## src/include/rsc_pkg.sv

```systemverilog
// constants, register map and carriers for the reset source controller
// assumes a 20 MHz system clock and an AXI4-Lite register bus
package rsc_pkg;
  localparam int CLK_HZ = 20_000_000;
  localparam int MCD_TIME_US = 100;
  localparam int MCD_CYCLES = (CLK_HZ / 1_000_000) * MCD_TIME_US;
  localparam int RTC_MIN_HZ = 20_000;
  localparam int RTC_FAIL_CYCLES = CLK_HZ / RTC_MIN_HZ;
  localparam int WDT_DIV = 12;
  localparam int WDT_TICKS_DEF = 65535;
  localparam int RST_HOLD_DEF = 16;

  localparam int ADDR_W = 12;
  localparam logic [ADDR_W-1:0] CAUSE_IDX = 12'h0EF;
  localparam logic [ADDR_W-1:0] WDT_CTRL_IDX = 12'h0F0;

  localparam int BIT_PIN = 0;
  localparam int BIT_SUPPLY = 1;
  localparam int BIT_MCD = 2;
  localparam int BIT_WDT = 3;
  localparam int BIT_SW = 4;
  localparam int BIT_CMP = 5;
  localparam int BIT_FLASH = 6;
  localparam int BIT_RTC = 7;
  localparam int BIT_WDT_EN = 0;
  localparam int BIT_WDT_KICK = 1;

  localparam logic [7:0] CAUSE_POR = 8'h02;
  localparam logic EN_SUPPLY_POR = 1'b1;
  localparam logic WDT_EN_RST = 1'b1;

  localparam logic [1:0] RESP_OKAY = 2'h0;
  localparam logic [1:0] RESP_SLVERR = 2'h2;

  typedef enum logic [0:0] {RSC_RUN, RSC_HOLD} rsc_state_e;

  typedef struct packed {
    logic wr_enable;
    logic xdata_wr;
    logic code_rd;
    logic branch_fetch;
    logic wr_erase;
    logic secure_viol;
    logic mon_on;
    logic [15:0] addr;
    logic [15:0] lock_addr;
  } rsc_flash_s;

  typedef struct packed {
    logic alarm_en;
    logic osc_det_en;
    logic [31:0] timer;
    logic [31:0] alarm;
  } rsc_rtc_s;
endpackage

```

## src/rtl/rsc_sync.sv

```systemverilog
// two-flop synchroniser for a vector of independent levels
// assumes each bit is a slow level from outside the clock domain
`timescale 1ns/10ps
module rsc_sync #(
  parameter int W = 1
) (
  input wire logic clk_sys,
  input wire logic rstn,
  input wire logic [W-1:0] din,
  output logic [W-1:0] dout
);
  typedef struct packed {
    logic [W-1:0] s1;
    logic [W-1:0] s2;
  } rsc_sync_s;
  rsc_sync_s r, n;

  always_comb begin
    n.s1 = din;
    n.s2 = r.s1;
  end

  always_ff @(posedge clk_sys or negedge rstn) begin
    if (!rstn) begin
      r <= '0;
    end else begin
      r <= n;
    end
  end

  assign dout = r.s2;
endmodule

```

## src/rtl/rsc_stuck_det.sv

```systemverilog
// detector that pulses when a probe holds one level for LIMIT cycles
// assumes the probe is already synchronised to clk_sys
`timescale 1ns/10ps
module rsc_stuck_det #(
  parameter int LIMIT = 2000
) (
  input wire logic clk_sys,
  input wire logic rstn,
  input wire logic enable,
  input wire logic probe,
  output logic timeout
);
  localparam int CW = $clog2(LIMIT + 1);
  typedef struct packed {
    logic last;
    logic [CW-1:0] cnt;
    logic timeout;
  } rsc_stuck_s;
  rsc_stuck_s r, n;

  generate
    if (LIMIT < 2) begin : g_chk
      $error("rsc_stuck_det: LIMIT below 2");
    end
  endgenerate

  always_comb begin
    n = r;
    n.last = probe;
    n.timeout = 1'b0;
    if (!enable || probe != r.last) begin
      n.cnt = '0;
    end else if (r.cnt == CW'(LIMIT - 1)) begin
      n.timeout = 1'b1;
      n.cnt = '0;
    end else begin
      n.cnt = r.cnt + 1'b1;
    end
  end

  always_ff @(posedge clk_sys or negedge rstn) begin
    if (!rstn) begin
      r <= '0;
    end else begin
      r <= n;
    end
  end

  assign timeout = r.timeout;
endmodule

```

## src/rtl/rsc_top.sv

```systemverilog
// reset source controller with AXI4-Lite register slave
// assumes rstn is the power-on reset and sys_rst_n feeds the rest of the chip
`timescale 1ns/10ps
module rsc_top #(
  parameter int WDT_TICKS = rsc_pkg::WDT_TICKS_DEF,
  parameter int RST_HOLD = rsc_pkg::RST_HOLD_DEF
) (
  input wire logic clk_sys,
  input wire logic rstn,
  input wire logic [rsc_pkg::ADDR_W-1:0] s_axi_awaddr,
  input wire logic s_axi_awvalid,
  output logic s_axi_awready,
  input wire logic [31:0] s_axi_wdata,
  input wire logic [3:0] s_axi_wstrb,
  input wire logic s_axi_wvalid,
  output logic s_axi_wready,
  output logic [1:0] s_axi_bresp,
  output logic s_axi_bvalid,
  input wire logic s_axi_bready,
  input wire logic [rsc_pkg::ADDR_W-1:0] s_axi_araddr,
  input wire logic s_axi_arvalid,
  output logic s_axi_arready,
  output logic [31:0] s_axi_rdata,
  output logic [1:0] s_axi_rresp,
  output logic s_axi_rvalid,
  input wire logic s_axi_rready,
  input wire logic ext_rst_pin_n,
  input wire logic supply_low,
  input wire logic cmp_out,
  input wire logic system_clock_probe,
  input wire logic rtc_clk_probe,
  input wire logic low_power,
  input wire rsc_pkg::rsc_flash_s flash,
  input wire rsc_pkg::rsc_rtc_s rtc,
  output logic sys_rst_n,
  output logic flash_block
);
  localparam int HW = $clog2(RST_HOLD + 1);
  localparam int DW = $clog2(rsc_pkg::WDT_DIV);

  generate
    if (RST_HOLD < 1 || RST_HOLD > 255 || WDT_TICKS < 2 || WDT_TICKS > 65535) begin : g_chk
      $error("rsc_top: RST_HOLD or WDT_TICKS out of range");
    end
  endgenerate

  typedef struct packed {
    rsc_pkg::rsc_state_e state;
    logic [HW-1:0] hold_cnt;
    logic [7:0] cause;
    logic en_rtc;
    logic en_cmp;
    logic en_mcd;
    logic en_supply;
    logic wdt_en;
    logic [DW-1:0] wdt_div;
    logic [15:0] wdt_cnt;
    logic sys_rst_n;
    logic flash_block;
    logic aw_got;
    logic [rsc_pkg::ADDR_W-1:0] aw_addr;
    logic w_got;
    logic [7:0] w_data;
    logic w_lane0;
    logic awready;
    logic wready;
    logic bvalid;
    logic [1:0] bresp;
    logic arready;
    logic rvalid;
    logic [31:0] rdata;
    logic [1:0] rresp;
  } rsc_top_s;
  rsc_top_s r, n;

  function automatic logic rsc_hit(input logic [rsc_pkg::ADDR_W-1:0] a, input logic [rsc_pkg::ADDR_W-1:0] idx);
    rsc_hit = (a == rsc_pkg::ADDR_W'({idx, 2'b00}));
  endfunction

  logic [4:0] sync_in, sync_out;
  logic pin_req, supply_s, cmp_s, sclk_s, rclk_s;
  logic mcd_to, rtc_fail, alarm_hit, flash_err, wdt_tick, wdt_ovf;
  logic wr_fire, sw_req;
  logic [7:0] src;

  // pin and comparator enter inverted so the synchroniser's reset level means no request
  assign sync_in = {rtc_clk_probe, system_clock_probe, !cmp_out, supply_low, !ext_rst_pin_n};

  rsc_sync #(.W(5)) u_sync (
    .clk_sys(clk_sys),
    .rstn(rstn),
    .din(sync_in),
    .dout(sync_out)
  );

  assign pin_req = sync_out[0];
  assign supply_s = sync_out[1];
  assign cmp_s = sync_out[2];
  assign sclk_s = sync_out[3];
  assign rclk_s = sync_out[4];

  // clock detector is parked in suspend and sleep, enable bit untouched
  rsc_stuck_det #(.LIMIT(rsc_pkg::MCD_CYCLES)) u_mcd (
    .clk_sys(clk_sys),
    .rstn(rstn),
    .enable(r.en_mcd && !low_power),
    .probe(sclk_s),
    .timeout(mcd_to)
  );

  // not gated by low_power so the rtc path keeps working asleep
  rsc_stuck_det #(.LIMIT(rsc_pkg::RTC_FAIL_CYCLES)) u_rtc_fail (
    .clk_sys(clk_sys),
    .rstn(rstn),
    .enable(rtc.osc_det_en),
    .probe(rclk_s),
    .timeout(rtc_fail)
  );

  assign alarm_hit = rtc.alarm_en && (rtc.timer == rtc.alarm);

  assign flash_err = (flash.wr_enable && flash.xdata_wr && flash.addr > flash.lock_addr)
    || (flash.code_rd && flash.addr > flash.lock_addr)
    || (flash.branch_fetch && flash.addr > flash.lock_addr)
    || flash.secure_viol
    || (flash.wr_erase && !flash.mon_on);

  assign wdt_tick = (r.wdt_div == DW'(rsc_pkg::WDT_DIV - 1));
  assign wdt_ovf = r.wdt_en && !low_power && wdt_tick && r.wdt_cnt == 16'(WDT_TICKS - 1);

  assign wr_fire = r.aw_got && r.w_got && !r.bvalid;
  assign sw_req = wr_fire && r.w_lane0 && rsc_hit(r.aw_addr, rsc_pkg::CAUSE_IDX)
    && r.w_data[rsc_pkg::BIT_SW];

  always_comb begin
    src = 8'h00;
    src[rsc_pkg::BIT_PIN] = pin_req;
    src[rsc_pkg::BIT_SUPPLY] = supply_s && r.en_supply;
    src[rsc_pkg::BIT_MCD] = mcd_to;
    src[rsc_pkg::BIT_WDT] = wdt_ovf;
    src[rsc_pkg::BIT_SW] = sw_req;
    src[rsc_pkg::BIT_CMP] = r.en_cmp && cmp_s;
    src[rsc_pkg::BIT_FLASH] = flash_err;
    src[rsc_pkg::BIT_RTC] = r.en_rtc && (rtc_fail || alarm_hit);
  end

  always_comb begin
    n = r;
    n.flash_block = flash_err;
    // write address and data are taken independently, answered together
    if (s_axi_awvalid && r.awready) begin
      n.aw_got = 1'b1;
      n.aw_addr = s_axi_awaddr;
    end
    if (s_axi_wvalid && r.wready) begin
      n.w_got = 1'b1;
      n.w_data = s_axi_wdata[7:0];
      n.w_lane0 = s_axi_wstrb[0];
    end
    if (r.bvalid && s_axi_bready) begin
      n.bvalid = 1'b0;
    end
    if (wr_fire) begin
      n.aw_got = 1'b0;
      n.w_got = 1'b0;
      n.bvalid = 1'b1;
      n.bresp = rsc_pkg::RESP_OKAY;
      if (rsc_hit(r.aw_addr, rsc_pkg::CAUSE_IDX)) begin
        if (r.w_lane0) begin
          n.en_rtc = r.w_data[rsc_pkg::BIT_RTC];
          n.en_cmp = r.w_data[rsc_pkg::BIT_CMP];
          n.en_mcd = r.w_data[rsc_pkg::BIT_MCD];
          n.en_supply = r.w_data[rsc_pkg::BIT_SUPPLY];
        end
      end else if (rsc_hit(r.aw_addr, rsc_pkg::WDT_CTRL_IDX)) begin
        if (r.w_lane0) begin
          n.wdt_en = r.w_data[rsc_pkg::BIT_WDT_EN];
          if (r.w_data[rsc_pkg::BIT_WDT_KICK]) begin
            n.wdt_cnt = 16'h0000;
          end
        end
      end else begin
        n.bresp = rsc_pkg::RESP_SLVERR;
      end
    end
    n.awready = !n.aw_got && !n.bvalid;
    n.wready = !n.w_got && !n.bvalid;

    if (r.rvalid && s_axi_rready) begin
      n.rvalid = 1'b0;
    end
    if (s_axi_arvalid && r.arready) begin
      n.rvalid = 1'b1;
      n.rresp = rsc_pkg::RESP_OKAY;
      if (rsc_hit(s_axi_araddr, rsc_pkg::CAUSE_IDX)) begin
        n.rdata = {24'h000000, r.cause};
      end else if (rsc_hit(s_axi_araddr, rsc_pkg::WDT_CTRL_IDX)) begin
        n.rdata = {r.wdt_cnt, 15'h0000, r.wdt_en};
      end else begin
        n.rdata = 32'h00000000;
        n.rresp = rsc_pkg::RESP_SLVERR;
      end
    end
    n.arready = !n.rvalid;

    // divider and counter halt in low power, enable bit is left alone
    if (r.wdt_en && !low_power) begin
      n.wdt_div = wdt_tick ? '0 : r.wdt_div + 1'b1;
      if (wdt_tick && !(wr_fire && n.wdt_cnt == 16'h0000)) begin
        n.wdt_cnt = r.wdt_cnt + 16'h0001;
      end
    end

    unique case (r.state)
      rsc_pkg::RSC_RUN: begin
        // chip runs whenever no source is pending, power-on release included
        n.sys_rst_n = 1'b1;
        if (|src) begin
          n.state = rsc_pkg::RSC_HOLD;
          n.hold_cnt = '0;
          n.cause = src & (~src + 8'h01);
          n.sys_rst_n = 1'b0;
          n.wdt_en = rsc_pkg::WDT_EN_RST;
          n.wdt_div = '0;
          n.wdt_cnt = 16'h0000;
        end
      end
      rsc_pkg::RSC_HOLD: begin
        n.wdt_en = rsc_pkg::WDT_EN_RST;
        n.wdt_div = '0;
        n.wdt_cnt = 16'h0000;
        // a held pin keeps the chip in reset; the flag is set on entry to hold
        if (r.hold_cnt != HW'(RST_HOLD - 1)) begin
          n.hold_cnt = r.hold_cnt + 1'b1;
        end else if (!pin_req) begin
          n.state = rsc_pkg::RSC_RUN;
          n.sys_rst_n = 1'b1;
        end
      end
    endcase
  end

  always_ff @(posedge clk_sys or negedge rstn) begin
    if (!rstn) begin
      r <= '0;
      r.state <= rsc_pkg::RSC_RUN;
      r.cause <= rsc_pkg::CAUSE_POR;
      r.en_supply <= rsc_pkg::EN_SUPPLY_POR;
      r.wdt_en <= rsc_pkg::WDT_EN_RST;
      r.sys_rst_n <= 1'b0;
    end else begin
      r <= n;
    end
  end

  assign s_axi_awready = r.awready;
  assign s_axi_wready = r.wready;
  assign s_axi_bvalid = r.bvalid;
  assign s_axi_bresp = r.bresp;
  assign s_axi_arready = r.arready;
  assign s_axi_rvalid = r.rvalid;
  assign s_axi_rdata = r.rdata;
  assign s_axi_rresp = r.rresp;
  assign sys_rst_n = r.sys_rst_n;
  assign flash_block = r.flash_block;
endmodule

```

## config.mk

```make
export PLATFORM = sky130hd
export DESIGN_NAME = rsc_top
export DESIGN_NICKNAME = d
export VERILOG_FILES = /design/src/include/rsc_pkg.sv /design/src/rtl/rsc_sync.sv /design/src/rtl/rsc_stuck_det.sv /design/src/rtl/rsc_top.sv
export SDC_FILE = /design/constraint.sdc
export NUM_CORES = 1
export LEC_CHECK = 0
export BUFFER_PORTS_ARGS = -buffer_cell sky130_fd_sc_hd__buf_4
export CAP_MARGIN = 10
export CORE_MARGIN = 2
export CORE_UTILIZATION = 50
export DETAILED_ROUTE_END_ITERATION = 8
export PLACE_DENSITY = 0.79
export SLEW_MARGIN = 25
export SYNTH_ARGS = -nofsm -noshare
export SYNTH_HDL_FRONTEND = slang
export SYNTH_SLANG_ARGS = --single-unit
```

## constraint.sdc

```tcl
create_clock -name clk_sys -period 6.9 [get_ports clk_sys]
set_clock_uncertainty 0.15 [all_clocks]
set_input_delay 0 -clock clk_sys [delete_from_list [all_inputs] [get_ports clk_sys]]
set_output_delay 0 -clock clk_sys [all_outputs]
set_load 0.1 [all_outputs]
```

==> impl_results.md <==
- Critical Path Most Common Cell: a21oi_1
- Die ar.: 0.0146 mm²
- Core Footprint: 0.0133 mm²
- Footprint of the multi-input gates: 0.00317 mm²
- Outcome: complete, no violations
- Share of cells above drive strength 1: 29.5%
- Nets: 1081
- Post-Synthesis Cells: 686
- Hold Path Stages: 5
- Slowest-stage cell, CP: a21oi_1
- Initial antenna violation count: 0
- Die H: 121 µm
- Clk_lat worst skew: 0.42 ns
- Max-Cap Viols: 0
- Setup tns final: 0 ns
- Number of DRC markers in iteration 0: 449
- Crit path DAT: 3.21 ns
- Fin crit share: 44.6%
- WS Path Type: flip-flop to flip-flop
- Cell depth of the worst setup path: 6
- Post-synth EDFFs: 0
- Yosys reg bits: 128
- Crit-path cells: nor4_1, and2_1, nand3_1, a21oi_1, or4_1, a21oi_1
- Area grow syn2layout: 32.6%
- Fill count: 1058
- Crit end category: flip-flop
- I/O Buffers: 181
- CTS buffer count: 17
- GPL Wtd Cong: 0.813
- Slew @ Worst Pin: 0.859 ns
- DRC violations left: 0
- Final-report max-slew violation count: 0
- Die width: 121 µm
- Final hold vios: 0
- Antenna Violating Nets Remaining: 0
- Clock-pin slew on the worst setup and hold paths: 0.05 ns
- Slew headroom: 42.7%
- Worst Slack Setup Final: 3.82 ns
- Vias per cell: 5.25
- Congestion Overflow GR: 0
- Standby leakage power: 4.15 nW
- Top delay family on crit path: simple AND/OR/NAND/NOR gates
- Place WS: 3.92 ns
- Synth warn: 0
- Sequential element share of the synthesized area: 46.9%
- Top FF cell, synth: dfrtp_1
- Resize count post-CTS: 0
- Final-report setup violation count: 0
- Max FO, Critical Path: 17
- Routed WL per cell: 14.7 µm
- Crit start category: flip-flop
- Max IR drop VDD: 0.257 mV
- Ports: 221
- Mapped Area: 0.00684 mm²
- Worst R2R Path Depth: 6
- Peak Freq: 325 MHz
- Post-layout min period: 3.08 ns
- First-pass GRT wire length: 26500 µm
- H-tree level count: 4
- Post-CTS setup buffers: 0
- Vias in the first global route: 5557
- Row cnt: 42
- Clock sinks: 128
- Avg Synthesized Cell Area: 9.98 µm²
- Initial core utilization: 51.5%
- Max incr delay on CP: 0.86 ns
- Root buffer cell: clkbuf_16
- Largest net degree at the start of global routing: 70
- Antenna Cells: 0
- Req. time, crit path: 7.03 ns
- HP Class: input port to flip-flop
- First-pass DRT Iterations: 5
- Clk buf depth: 2
- Power per standard cell area: 266 mW/mm²
- Sum of buffers and inverters on the critical path: 0
- Final HPWL DP: 10900 µm
- Unrepaired setup endpoints after global routing: no
- Vias: 5611
- CTS tree: built
- GRT Util Overall: 22.7%
- Distinct cells, synth: 62
- Seq. cell area: 0.00321 mm²
- Post-synthesis async set-or-reset flop share: 100%
- Final wirelength: 15700 µm
-- cells in the final DEF (no fill, tap or decap), types with 13 or more instances in the layout --
cell type,Yosys,final
buf_4,36,184
dfrtp_1,125,125
nand2_1,82,82
nor2_1,41,40
dlygate4sd3_1,0,39
o21ai_0,38,38
inv_1,34,34
xor2_1,34,34
nand3_1,25,25
a21oi_1,24,24
mux2_2,24,24
nand4_1,23,23
ha_1,23,23
xnor2_1,21,21
clkbuf_16,0,17
nor4_1,15,15
o211ai_1,14,14
or4_1,14,14
and3_1,13,13
-- routing by layer --
metal | routed length (µm) | global-route usage, % | vias up
li1 | - | - | 2756
met1 | 6990 | 30.2 | 2676
met2 | 7740 | 37.0 | 164
met3 | 827 | 6.48 | 15
met4 | 148 | 5.16 | 0
met5 | 0 | 0 | -
-- power by group --
part | switching, mW | total [mW] | internal, mW
sequential | 0.0934 | 0.971 | 0.878
clock | 0.317 | 0.863 | 0.546
combinational | 0.340 | 0.581 | 0.241
total | 0.750 | 2.42 | 1.67
-- cell type report --
type	count	area share, %
well taps	176	2.43
clock buffers	21	5.07
flip-flops and latches	128	35.3
multi-input cells	476	35.0
repair buffers	223	19.5
clock inverters	11	1.25
inverters	34	1.41
-- worst register-to-register path, stage by stage, from the launching register on --
cell and delay, ns:
dfrtp_1 0.39, nor4_1 0.47, and2_1 0.23, nand3_1 0.53
a21oi_1 0.86, or4_1 0.23, a21oi_1 0.07
-- flip-flops by register name, summed over array words and instances (netlist names), 5 cells and up --
| name | cells |
|---|---|
| r | 60 |
| s_axi_rdata | 24 |
| u_mcd.r | 12 |
| u_rtc_fail.r | 11 |
| u_sync.dout | 5 |
| u_sync.n | 5 |
-- metrics by stage --
stage / power, mW / std cells / utilization [%] / hold slack, ns / instance area (µm²)
after floorplan: 1.36 / 695 / - / -0.446 / 6880
after global placement: 1.51 / 998 / 61.0 / -0.0393 / 8110
after detailed placement: 1.54 / 998 / 61.0 / -0.0388 / 8110
after CTS: 2.42 / 1069 / 68.2 / 0.000118 / 9070
after global routing: 2.54 / 1069 / 68.2 / 0.0416 / 9070
final: 2.42 / 1069 / 68.2 / 0.00460 / 9070
-- synth_stat cells (all sizes together), types with 3 or more instances --
| cell type | count | area [µm²] |
|---|---|---|
| dfrtp | 125 | 3130 |
| nand2 | 82 | 308 |
| nor2 | 41 | 154 |
| buf | 40 | 309 |
| o21ai | 38 | 190 |
| inv | 34 | 128 |
| xor2 | 34 | 298 |
| a21oi | 27 | 146 |
| mux2 | 25 | 285 |
| nand3 | 25 | 125 |
| ha | 23 | 288 |
| nand4 | 23 | 144 |
| xnor2 | 21 | 184 |
| clkbuf | 17 | 63.8 |
| nor4 | 15 | 93.8 |
| and3 | 14 | 92.6 |
| o211ai | 14 | 105 |
| or4 | 14 | 105 |
| nor2b | 7 | 43.8 |
| nor3 | 7 | 35.0 |
| a31oi | 5 | 65.1 |
| and2 | 5 | 33.8 |
| dfstp | 3 | 78.8 |
| nand2b | 3 | 18.8 |
| nand4b | 3 | 41.3 |
| nor3b | 3 | 22.5 |
| or2 | 3 | 18.8 |
| or3 | 3 | 20.0 |
-- worst paths after layout --
check | startpoint | end | slack, ns
min in group asynchronous | rstn | s_axi_rdata[26]$_DFFE_PN0P_ | 0.10
min | s_axi_araddr[7] | s_axi_rdata[0]$_DFFE_PN0P_ | 0.005
min reg2reg | u_sync.n[4]$_DFF_PN0_ | u_sync.dout[4]$_DFF_PN0_ | 0.19
max | r[54]$_DFFE_PN0P_ | r[73]$_DFF_PN0_ | 3.82
max in group asynchronous | rstn | u_rtc_fail.r[1]$_DFF_PN0_ | 5.25
max reg2reg | r[54]$_DFFE_PN0P_ | r[73]$_DFF_PN0_ | 3.82
-- timing repair --
| item | CTS | global route |
|---|---|---|
| endpoints found under the hold margin | 140 | 0 |
| endpoints found under the setup margin | 0 | 0 |
| hold buffers | 39 | 0 |
-- cells by family (layout without fill, tap and decap cells) --
kind of cell             Yosys count  after routing  synth area share [%]
adder cells (fa/ha/maj)           23             23                  4.20
AO/OA/AOI/OAI                    103            103                  10.2
other                              1             10                0.0548
AND/OR/NAND/NOR                  259            259                  20.0
multiplexers                      26             26                  4.31
buffers and inverters             91            289                  7.31
flip-flops                       128            128                  46.9
XOR/XNOR                          55             55                  7.04
No activity file was read; power rests on OpenSTA's default activity.
